`config.mk`:
```
export PLATFORM = sky130hd
export DESIGN_NAME = psm_matrix
export DESIGN_NICKNAME = d
export VERILOG_FILES = /design/src/include/psm_pkg.sv /design/src/rtl/psm_matrix.sv
export VERILOG_INCLUDE_DIRS = /design/src /design/src/include
export SDC_FILE = /design/constraint.sdc
export NUM_CORES = 2
export LEC_CHECK = 0
export BUFFER_PORTS_ARGS = -buffer_cell sky130_fd_sc_hd__buf_2
export CAP_MARGIN = 20
export CORE_MARGIN = 3
export CORE_UTILIZATION = 40
export CTS_CLUSTER_DIAMETER = 150
export CTS_CLUSTER_SIZE = 8
export DETAILED_ROUTE_END_ITERATION = 16
export PLACE_DENSITY = 0.55
export SETUP_SLACK_MARGIN = 0.1
export SYNTH_ARGS = -nofsm -noshare
export SYNTH_HDL_FRONTEND = slang
export SYNTH_SLANG_ARGS = --single-unit
```
`constraint.sdc`:
```
create_clock -name clock -period 15.7 [get_ports clock]
set_input_delay 4.71 -clock clock [delete_from_list [all_inputs] [get_ports clock]]
set_output_delay 4.71 -clock clock [all_outputs]
set_load 0.03 [all_outputs]
```
`src/include/psm_params.svh`:
```
// psm_params.svh: offsets, field positions, reset values and codes of the pin select matrix.
// assumes an 8-bit register address space reached over a plain strobe port.
`ifndef PSM_PARAMS_SVH
`define PSM_PARAMS_SVH

// ****************************************
// register map
// ****************************************
`define PSM_LOCK_ADDR 8'h00
`define PSM_IN_BASE 8'h01
`define PSM_OUT_BASE 8'h20
`define PSM_NUM_IN 28
`define PSM_NUM_OUT 16

// ****************************************
// fields and reset values
// ****************************************
`define PSM_SEL_W 5
`define PSM_LOCK_BIT 0
`define PSM_OUT_RST 5'h00
`define PSM_IN_RST {28{5'h00}}

// ****************************************
// key sequence and source codes
// ****************************************
`define PSM_KEY_FIRST 8'h55
`define PSM_KEY_SECOND 8'hAA
`define PSM_OUT_LAST_RSVD 5'h01
`define PSM_OVR_MASK 32'h0D3F_0F00

`endif

```
`src/include/psm_pkg.sv`:
```
// psm_pkg.sv: types shared by the pin select matrix.
// assumes psm_params.svh supplies the numeric constants.
package psm_pkg;

  // progress through the two-key unlock sequence
  typedef enum logic [1:0] {
    KEY_IDLE,
    KEY_GOT_FIRST,
    KEY_ARMED
  } psm_key_t;

  typedef logic [4:0] psm_sel_t;

endpackage : psm_pkg

```
`src/rtl/psm_matrix.sv`:
```
// psm_matrix.sv: pin select matrix routing pins to peripheral inputs and sources to pins.
// assumes sys_rst is power-on/brown-out reset, other_rst a one-cycle pulse for other resets,
// and that peripheral sources and latches are logic on the same clock.
//
// Behaviour
// - input codes 10000-10111 route port C pins 0-7
// - input codes 01100-01111 route port B pins 4-7
// - input codes 00000-00101 route port A pins 0-5
// - input selections reset to per-peripheral defaults on power-on only
// - bits 7-5 of every selection register ignore writes and read zero
// - output selections clear on power-on, unchanged on other resets
// - output codes 11100-11111: timer zero, numeric oscillator, reference clock, modulator
// - output codes 11000-11011: serial port one clock/data, port two clock/data
// - output codes 10110 and 10111: comparator one and two
// - output codes 10100 and 10101: async unit transmit/clock and sync data
// - output codes 10000-10011: waveform generator two outputs A-D
// - output codes 01000-01011: waveform generator one outputs A-D
// - output codes 01100-01111: capture/compare units one to four
// - output codes 00100-00111: logic cells one to four
// - output codes 00010, 00011: pulse modulators five, six; 00000, 00001 reserved
// - marked serial and waveform sources override pin direction when they need
// - lock flag bit 0 set blocks all selection writes
// - lock flag is written only right after keys 0x55 then 0xAA
// - one-shot option allows one clear and one set per reset
// - power-on restores defaults and clears lock; other resets keep selections
// - all selection registers readable at any time
//
// Strobed register access and the register addresses were chosen for this implementation.
`timescale 1ns/1ps
`include "psm_params.svh"

module psm_matrix
  import psm_pkg::*;
#(
  parameter int NUM_IN = `PSM_NUM_IN,
  parameter int NUM_OUT = `PSM_NUM_OUT,
  parameter logic [`PSM_NUM_IN*`PSM_SEL_W-1:0] IN_RESET = `PSM_IN_RST
) (
  input wire logic clock,
  input wire logic sys_rst,
  input wire logic other_rst,
  input wire logic one_shot_lock_option,
  input wire logic [7:0] reg_addr,
  input wire logic [7:0] reg_wdata,
  input wire logic reg_write,
  input wire logic reg_read,
  output logic [7:0] reg_rdata,
  input wire logic [5:0] port_a_in,
  input wire logic [3:0] port_b_in,
  input wire logic [7:0] port_c_in,
  output logic [NUM_IN-1:0] peripheral_input_select,
  input wire logic [31:0] periph_src,
  input wire logic [31:0] periph_ovr_req,
  input wire logic [31:0] periph_ovr_drive,
  input wire logic [NUM_OUT-1:0] port_latch,
  input wire logic [NUM_OUT-1:0] pin_direction_control,
  output logic [NUM_OUT-1:0] pin_out,
  output logic [NUM_OUT-1:0] pin_out_oe_n,
  output logic selection_lock_flag
);

  // ****************************************
  // declarations
  // ****************************************
  localparam logic [31:0] OVR_MASK = `PSM_OVR_MASK;

  psm_sel_t in_sel [NUM_IN];
  psm_sel_t out_sel [NUM_OUT];
  psm_sel_t next_in_sel [NUM_IN];
  psm_sel_t next_out_sel [NUM_OUT];
  psm_key_t key_state;
  logic cleared_once;
  logic set_once;
  logic [5:0] a_meta;
  logic [5:0] a_sync;
  logic [3:0] b_meta;
  logic [3:0] b_sync;
  logic [7:0] c_meta;
  logic [7:0] c_sync;
  logic [17:0] pin_sync;
  logic [7:0] read_value;
  logic opt_meta;
  logic opt_sync;
  logic [31:0] in_vector;
  logic [7:0] in_off;
  logic [7:0] out_off;
  logic in_hit;
  logic out_hit;
  logic lock_hit;
  logic sel_wr_ok;
  logic lock_wr_ok;
  logic next_lock;

  // ****************************************
  // pin and option synchronisers
  // ****************************************
  // one pair of flops per pin, grouped by port; each pin is a separate asynchronous level
  always_ff @(posedge clock or posedge sys_rst) begin
    if (sys_rst) begin
      a_meta <= '0;
      a_sync <= '0;
    end else begin
      a_meta <= port_a_in;
      a_sync <= a_meta;
    end
  end

  always_ff @(posedge clock or posedge sys_rst) begin
    if (sys_rst) begin
      b_meta <= '0;
      b_sync <= '0;
    end else begin
      b_meta <= port_b_in;
      b_sync <= b_meta;
    end
  end

  always_ff @(posedge clock or posedge sys_rst) begin
    if (sys_rst) begin
      c_meta <= '0;
      c_sync <= '0;
    end else begin
      c_meta <= port_c_in;
      c_sync <= c_meta;
    end
  end

  assign pin_sync = {c_sync, b_sync, a_sync};

  // option is a configuration level from outside the clock domain
  always_ff @(posedge clock or posedge sys_rst) begin
    if (sys_rst) begin
      opt_meta <= 1'b0;
      opt_sync <= 1'b0;
    end else begin
      opt_meta <= one_shot_lock_option;
      opt_sync <= opt_meta;
    end
  end

  // ****************************************
  // address decode
  // ****************************************
  assign in_off = reg_addr - `PSM_IN_BASE;
  assign out_off = reg_addr - `PSM_OUT_BASE;
  assign in_hit = (reg_addr >= `PSM_IN_BASE) && (in_off < 8'(NUM_IN));
  assign out_hit = (reg_addr >= `PSM_OUT_BASE) && (out_off < 8'(NUM_OUT));
  assign lock_hit = (reg_addr == `PSM_LOCK_ADDR);
  assign sel_wr_ok = reg_write && !selection_lock_flag;

  // ****************************************
  // next selection values
  // ****************************************
  // routing muxes are fed from next_ values so the change lands on the same edge as the write
  always_comb begin
    for (int i = 0; i < NUM_IN; i++) begin
      next_in_sel[i] = in_sel[i];
      if (sel_wr_ok && in_hit && in_off == 8'(i)) begin
        next_in_sel[i] = reg_wdata[`PSM_SEL_W-1:0];
      end
    end
    for (int j = 0; j < NUM_OUT; j++) begin
      next_out_sel[j] = out_sel[j];
      if (sel_wr_ok && out_hit && out_off == 8'(j)) begin
        next_out_sel[j] = reg_wdata[`PSM_SEL_W-1:0];
      end
    end
  end

  // ****************************************
  // selection registers
  // ****************************************
  // only sys_rst reloads them; other_rst deliberately leaves routing alone
  always_ff @(posedge clock or posedge sys_rst) begin
    if (sys_rst) begin
      for (int i = 0; i < NUM_IN; i++) begin
        in_sel[i] <= IN_RESET[i*`PSM_SEL_W +: `PSM_SEL_W];
      end
    end else begin
      for (int i = 0; i < NUM_IN; i++) begin
        in_sel[i] <= next_in_sel[i];
      end
    end
  end

  always_ff @(posedge clock or posedge sys_rst) begin
    if (sys_rst) begin
      for (int j = 0; j < NUM_OUT; j++) begin
        out_sel[j] <= `PSM_OUT_RST;
      end
    end else begin
      for (int j = 0; j < NUM_OUT; j++) begin
        out_sel[j] <= next_out_sel[j];
      end
    end
  end

  // ****************************************
  // unlock key sequence
  // ****************************************
  // any other write in between, except a repeated 0x55 to the lock address, breaks the sequence, so keys must be back to back
  always_ff @(posedge clock or posedge sys_rst) begin
    if (sys_rst) begin
      key_state <= KEY_IDLE;
    end else if (other_rst) begin
      key_state <= KEY_IDLE;
    end else if (reg_write) begin
      case (key_state)
        KEY_IDLE: begin
          key_state <= (lock_hit && reg_wdata == `PSM_KEY_FIRST) ? KEY_GOT_FIRST : KEY_IDLE;
        end
        KEY_GOT_FIRST: begin
          if (lock_hit && reg_wdata == `PSM_KEY_SECOND) begin
            key_state <= KEY_ARMED;
          end else if (lock_hit && reg_wdata == `PSM_KEY_FIRST) begin
            key_state <= KEY_GOT_FIRST;
          end else begin
            key_state <= KEY_IDLE;
          end
        end
        KEY_ARMED: begin
          key_state <= KEY_IDLE;
        end
        default: begin
          key_state <= KEY_IDLE;
        end
      endcase
    end
  end

  // ****************************************
  // lock flag
  // ****************************************
  assign next_lock = reg_wdata[`PSM_LOCK_BIT];

  always_comb begin
    lock_wr_ok = reg_write && lock_hit && key_state == KEY_ARMED;
    if (opt_sync) begin
      if (next_lock && set_once) begin
        lock_wr_ok = 1'b0;
      end
      if (!next_lock && cleared_once) begin
        lock_wr_ok = 1'b0;
      end
    end
  end

  // every reset clears the flag and re-arms the one-shot allowance
  always_ff @(posedge clock or posedge sys_rst) begin
    if (sys_rst) begin
      selection_lock_flag <= 1'b0;
      cleared_once <= 1'b0;
      set_once <= 1'b0;
    end else if (other_rst) begin
      selection_lock_flag <= 1'b0;
      cleared_once <= 1'b0;
      set_once <= 1'b0;
    end else if (lock_wr_ok) begin
      selection_lock_flag <= next_lock;
      if (next_lock) begin
        set_once <= 1'b1;
      end else begin
        cleared_once <= 1'b1;
      end
    end
  end

  // ****************************************
  // read port
  // ****************************************
  // reads are never gated by the lock; unmapped addresses read zero
  always_comb begin
    read_value = 8'h00;
    if (lock_hit) begin
      read_value = {7'h00, selection_lock_flag};
    end else if (in_hit) begin
      read_value = {3'h0, in_sel[in_off[4:0]]};
    end else if (out_hit) begin
      read_value = {3'h0, out_sel[out_off[3:0]]};
    end
  end

  // data stands one cycle only, zero otherwise
  always_ff @(posedge clock or posedge sys_rst) begin
    if (sys_rst) begin
      reg_rdata <= 8'h00;
    end else if (reg_read) begin
      reg_rdata <= read_value;
    end else begin
      reg_rdata <= 8'h00;
    end
  end

  // ****************************************
  // input routing
  // ****************************************
  // reserved codes index zero bits of this vector
  always_comb begin
    in_vector = 32'h0000_0000;
    in_vector[5:0] = pin_sync[5:0];
    in_vector[15:12] = pin_sync[9:6];
    in_vector[23:16] = pin_sync[17:10];
  end

  // registered so a selection change never glitches a peripheral input
  always_ff @(posedge clock or posedge sys_rst) begin
    if (sys_rst) begin
      peripheral_input_select <= '0;
    end else begin
      for (int i = 0; i < NUM_IN; i++) begin
        peripheral_input_select[i] <= in_vector[next_in_sel[i]];
      end
    end
  end

  // ****************************************
  // output routing and direction
  // ****************************************
  // periph_src is indexed by source code, so codes above 00001 map one to one onto sources; 00000 and 00001 both take port_latch
  always_ff @(posedge clock or posedge sys_rst) begin
    if (sys_rst) begin
      pin_out <= '0;
      pin_out_oe_n <= '1;
    end else begin
      for (int j = 0; j < NUM_OUT; j++) begin
        if (next_out_sel[j] <= `PSM_OUT_LAST_RSVD) begin
          pin_out[j] <= port_latch[j];
        end else begin
          pin_out[j] <= periph_src[next_out_sel[j]];
        end
        if (OVR_MASK[next_out_sel[j]] && periph_ovr_req[next_out_sel[j]]) begin
          pin_out_oe_n[j] <= !periph_ovr_drive[next_out_sel[j]];
        end else begin
          pin_out_oe_n[j] <= pin_direction_control[j];
        end
      end
    end
  end

endmodule : psm_matrix

```
Word-level counts from Yosys, hierarchy flattened:

Memory sizes are Yosys's and may differ from the RTL's.
Index checks and enable logic that the tools add are counted.

* output and inout bits: 69
* bits in registers: 331
* memories: 16
* memory bits (read-only): 512

* equality and inequality tests: 47
* multiplexer cells: 270
* order comparisons: 66
* reduce and logical (&&, ||, !) cells: 98
* $add $sub $neg: 2
* bitwise gates (word level): 2

Memory list
* (name not given): depth 32, width 1, read ports 1, clocked after memory_dff 0, wr ports 0, RTL line psm_matrix.sv:331 `if (OVR_MASK[next_out_sel[j]] && periph_ovr_req[next_out_sel[j]]) begin`
* (name not given): depth 32, width 1, read ports 1, clocked after memory_dff 0, wr ports 0, RTL line psm_matrix.sv:331
* (name not given): depth 32, width 1, read ports 1, clocked after memory_dff 0, wr ports 0, RTL line psm_matrix.sv:331
* (name not given): depth 32, width 1, read ports 1, clocked after memory_dff 0, wr ports 0, RTL line psm_matrix.sv:331
* (name not given): depth 32, width 1, read ports 1, clocked after memory_dff 0, wr ports 0, RTL line psm_matrix.sv:331
* (name not given): depth 32, width 1, read ports 1, clocked after memory_dff 0, wr ports 0, RTL line psm_matrix.sv:331
* 10 more memories

Operators with widths (number)
* $bmux 1 s5: 76
* $lt 5x6->1 const B: 44
* $mux 5: 51
* $mux 1: 136
* $eq 8x4->1 const B: 16
* $eq 8x5->1 const B: 12
* $le 5x1->1 const B: 16
* $logic_and 1x1->1: 71
* $eq 8x3->1 const B: 8
* $eq 8x2->1 const B: 4
* $bmux 5 s5: 1
* $logic_not 8->1: 3
* $bmux 5 s4: 1
* $logic_not 1->1: 18
* $eq 8x1->1 const B: 2
* $lt 8x5->1 const B: 2
* $eq 8x7->1 const B: 1
* $eq 8x8->1 const B: 1
* $ge 8x1->1 const B: 1
* $ge 8x6->1 const B: 1
* $mux 8: 1
* $sub 8x1->8 const B: 1
* $sub 8x6->8 const B: 1
* $ge 6x6->1 const B: 1
* other kinds (11): 16

Longest topological paths before layout:

* depth in word-level cells: 10
* depth in mapped cells: 19
* gate-level depth less buffers: 13

Worst setup path after synthesis:

Ideal clock, no wire load.

* kind: input port to flip-flop
* start point: input reg_addr[0]
* end point: register peripheral_input_select[9]
* setup slack: 6237 ps
* stages on the path: 17
* arrival: 9380 ps
* path through: clkbuf_1 -> buf_2 -> clkbuf_1 -> clkbuf_1 -> inv_1 -> ha_1 -> buf_2 -> nor3b_1 -> a2bb2oi_1 -> a2111oi_4 -> and3_1 -> buf_2 -> mux2i_1 -> mux4_2 -> o22ai_1 -> a22oi_1 -> o22ai_1

* longest elaborated chain between the ends: 8
* elaborated cells between the ends (all ways): 10

RTL lines
* start: declaration: RTL line psm_matrix.sv:43 `input wire logic [7:0] reg_addr,`
* $sub 8x1->8 (no line)
* $lt 8x5->1: RTL line psm_matrix.sv:146 `` assign in_hit = (reg_addr >= `PSM_IN_BASE) && (in_off < 8'(NUM_IN)); ``
* $logic_and 1x1->1: RTL line psm_matrix.sv:146
* $logic_and 1x1->1: RTL line psm_matrix.sv:158 `if (sel_wr_ok && in_hit && in_off == 8'(i)) begin`
* $logic_and 1x1->1 *: RTL line psm_matrix.sv:158
* $mux 5 *: RTL line psm_matrix.sv:158
* $bmux 1 s5 *: RTL line psm_matrix.sv:311 `peripheral_input_select[i] <= in_vector[next_in_sel[i]];`
* $mux 1 (implied by the code) *: RTL line psm_matrix.sv:311
* end signal: indexed assignment: RTL line psm_matrix.sv:311
* end: declaration: RTL line psm_matrix.sv:51 `output logic [NUM_IN-1:0] peripheral_input_select,`

Mark *: on every way between the ends. The rest lies on a longest branch, timed or not. The select of a mux whose other input is x is not followed.
A chain may end at the register's enable or synchronous reset.

Worst setup path after layout:

* start point: input reg_addr[1]
* end point: register peripheral_input_select[1]

The elaborated chain is that of the path after synthesis.

==> results_dict.tcl <==
set metrics [dict create \
    crit_chain "buf_2 -> inv_1 -> ha_1 -> o21bai_1 -> a211o_1 -> a2111oi_4 -> nand3_1 -> mux2i_1 -> buf_4 -> mux2i_1 -> mux2i_1 -> a31oi_1 -> o22ai_1" \
    setup_viol 0 \
    peakVddDrop_uv 92.7 \
    dpl.cell_count 4859 \
    synth_cell_type_count 96 \
    async_flop_share_pct 100 \
    synthCells 3872 \
    crit_path_frequent_cell "mux2i_1" \
    layout-drive-gt1-share_pct 16.1 \
    pwr-share-clk_pct 34.6 \
    holdBufCountCts 0 \
    crit_type "input pin to flip-flop" \
    clockRootBuffer "clkbuf_16" \
    fmax_ghz 0.110 \
    run_status "completed" \
    initial_core_util_pct 40.5 \
    post-route-util_pct 44.3 \
    cts_tree "yes" \
    tightest_slew_ns 1.14 \
    comb_power_share_pct 32.3 \
    worstReg2RegEnd "peripheral_input_select[17]$_DFF_PP0_" \
    fin_cells 4937 \
    synth-edff-count 0 \
    finalClockSkew_ns 0.0394 \
    synth_top_area_cell "dfrtp_1" \
    netlist_top_cells_count "nand2_1, mux2i_1, dfrtp_1, clkbuf_1, a21oi_1" \
    p_int_uw 1740 \
    min_to "c_sync[7]$_DFF_PP0_" \
    drt-total-wl_um 158000 \
    cts_buffers 46 \
    finalCritPeriodShare_pct 57.7 \
    ys_ff_latch 328 \
    cp.required_ns 16.19 \
    min_period_ns 9.06 \
    crit_path_max_fanout 28 \
    hold_violations 0 \
    critical_path_buf_inv_count 3 \
    layout.nets 4035 \
    core_um2 79300 \
    synth_top_area_share_pct 24.3 \
    htreeDepth 2 \
    grt_pass1_vias 31500 \
    wl_per_cell_um 32.1 \
    dr.first_iter.drc_count 5103 \
    cp_top_family "compound AO/OA/AOI/OAI gates" \
    cts_buffer_depth 3 \
    ys_top_cells_by_area "dfrtp_1, mux2i_1, mux4_2, nand2_1, a21oi_1" \
    min_path_cells 0 \
    die_w_um 289 \
    maxCapViolCount 0 \
    port_buffers 215 \
    max_slew_margin_pct 23.2 \
    hpwl_um 95500 \
    fin_ws_ns 6.64 \
    critPathSlowestCell "a2111oi_4" \
    post-place-ws_ns 6.03 \
    powerDensity_nw_per_um2 81.3 \
    yosysWarnings 0 \
    vias 34423 \
    fin_tns_setup_ns 0 \
    min_from "c_meta[7]$_DFF_PP0_" \
    pwr-share-seq_pct 33.1 \
    crit_cells 13 \
    rsz0062_at_grt "false" \
    grt_use_total_pct 36.6 \
    clock_latency_ns 0.64 \
    antenna_left 0 \
    syn_area_um2 32100 \
    numClockSinks 328 \
    area_growth_pct 9.25 \
    syn_area_per_cell_um2 8.30 \
    power.switching_uw 1110 \
    placed_cell_area_um2 33800 \
    firstDrtPassIters 7 \
    ff2ff_path_depth 9 \
    place_congestion 0.974 \
    timing.reg2reg.setup_slack_ns 10.64 \
    clkTransAtPathRegs_ns 0.05 \
    die_area_um2 83800 \
    cts_resized 0 \
    rows 103 \
    slowest_delay_ns 0.78 \
    cts_setup_buffers 0 \
    hp-class "flip-flop to flip-flop" \
    startpoint_type "input pin" \
    die_h_um 289 \
    p_leak_uw 0.0163 \
    worstReg2RegStart "selection_lock_flag$_DFFE_PP0P_" \
    grt_start_max_net_pins 96 \
    final_area_um2 35100 \
    grt_pass1_wl_um 224000 \
    cp-end-kind "flip-flop" \
    via_per_inst 6.97 \
    drcViolationCount 0 \
    synth_most_common_cell "nand2_1" \
    arrival_ns 9.56 \
    ys_seq_area_share_pct 25.6 \
    slew_violations 0 \
    overflow 0 \
    antenna_found_initial 13 \
    ys.flop_type "dfrtp_1" \
    ioPinCount 237 \
    swShare_pct 39.0 \
]
[worst register-to-register path, stage by stage, from the launching register on]
cell	delay, ns
dfrtp_1	0.45
nor2b_1	0.58
nand2_1	0.51
nor3_1	0.98
nand4_1	0.78
mux2i_2	0.79
mux2i_1	0.27
o22ai_1	0.11
a221o_1	0.32
o2bb2ai_1	0.15
[stage by stage]
step | power, uW | hold slack [ns]
2_1_floorplan | 1530 | 0.331
3_3_place_gp | 1830 | 0.332
3_5_place_dp | 1840 | 0.335
4_1_cts | 2830 | 0.345
5_1_grt | 2940 | 0.347
6_report | 2850 | 0.345
[metal layers]
layer  global-route usage [%]  share of wire (%)  routed length [um]
met4                     21.4                6.8               10800
met2                     49.3                 39               62400
met5                    0.640              0.051                  81
met1                     49.0                 39               62100
met3                     14.2                 15               23100
[power by group through the flow]
stage	registers (uW)	clock network, uW	logic [uW]
global placement	955	0	878
detailed placement	956	0	880
global route	948	1030	965
CTS	942	1000	884
finish	944	988	923
floorplan	988	0	543
[layout make-up]
| type | instances | area, um^2 |
|---|---|---|
| clock inverters | 3 | 80.1 |
| diodes | 8 | 20.0 |
| well taps | 1050 | 1310 |
| inverters | 209 | 792 |
| fillers | 7872 | 44100 |
| multi-input cells | 2971 | 21700 |
| clock buffers | 63 | 1210 |
| repair buffers | 305 | 1770 |
| flip-flops and latches | 328 | 8230 |
[worst max path at each step]
stage / start / to / slack, ns
after floorplan: sys_rst / a_meta[0]$_DFF_PP0_ / 1.93
after global placement: reg_addr[1] / peripheral_input_select[1]$_DFF_PP0_ / 5.81
after detailed placement: reg_addr[1] / peripheral_input_select[9]$_DFF_PP0_ / 6.03
after CTS: reg_addr[1] / peripheral_input_select[9]$_DFF_PP0_ / 6.71
after global routing: reg_addr[1] / peripheral_input_select[9]$_DFF_PP0_ / 6.43
final: reg_addr[1] / peripheral_input_select[1]$_DFF_PP0_ / 6.64
[cells by family after synthesis]
logic type / Yosys count / share of synthesized area [%]
AO/OA/AOI/OAI: 992 / 21.6
XOR/XNOR: 3 / 0.0818
adder cells (fa/ha/maj): 6 / 0.234
buffers and inverters: 575 / 7.02
flip-flops: 328 / 25.6
multiplexers: 737 / 28.2
other: 1 / 0.0117
AND/OR/NAND/NOR: 1230 / 17.3
[state kept, by name (all words and copies together) (netlist names), 2 cells and up]
name                     count
out_sel                     80
pin_out                     16
in_sel                     140
c_sync                       8
pin_out_oe_n                16
c_meta                       8
peripheral_input_select     28
b_meta                       4
b_sync                       4
key_state                    2
a_meta                       6
a_sync                       6
reg_rdata                    5
[cells in the final DEF (no fill, tap or decap), types with 18 or more instances in the layout]
cell       count
nand4_1       50
a311oi_1      48
dfrtp_1      310
nand2_1      598
clkbuf_16     46
and3_1        41
mux2i_1      533
o211ai_1      81
a21oi_1      215
and2_1        32
mux2_2        70
o32ai_1       25
inv_1        168
mux4_2       117
a31oi_1       55
nand3_1      139
nand2b_1      18
a221oi_1      31
clkinv_1      26
a211oi_1      64
o311ai_0      24
a22oi_1       22
a32o_1        26
o21ai_0      137
a32oi_1       51
buf_4         90
nor2_1       192
o22ai_1       40
buf_2        214
nor3_1        87
(Power assumes the default switching activity.)
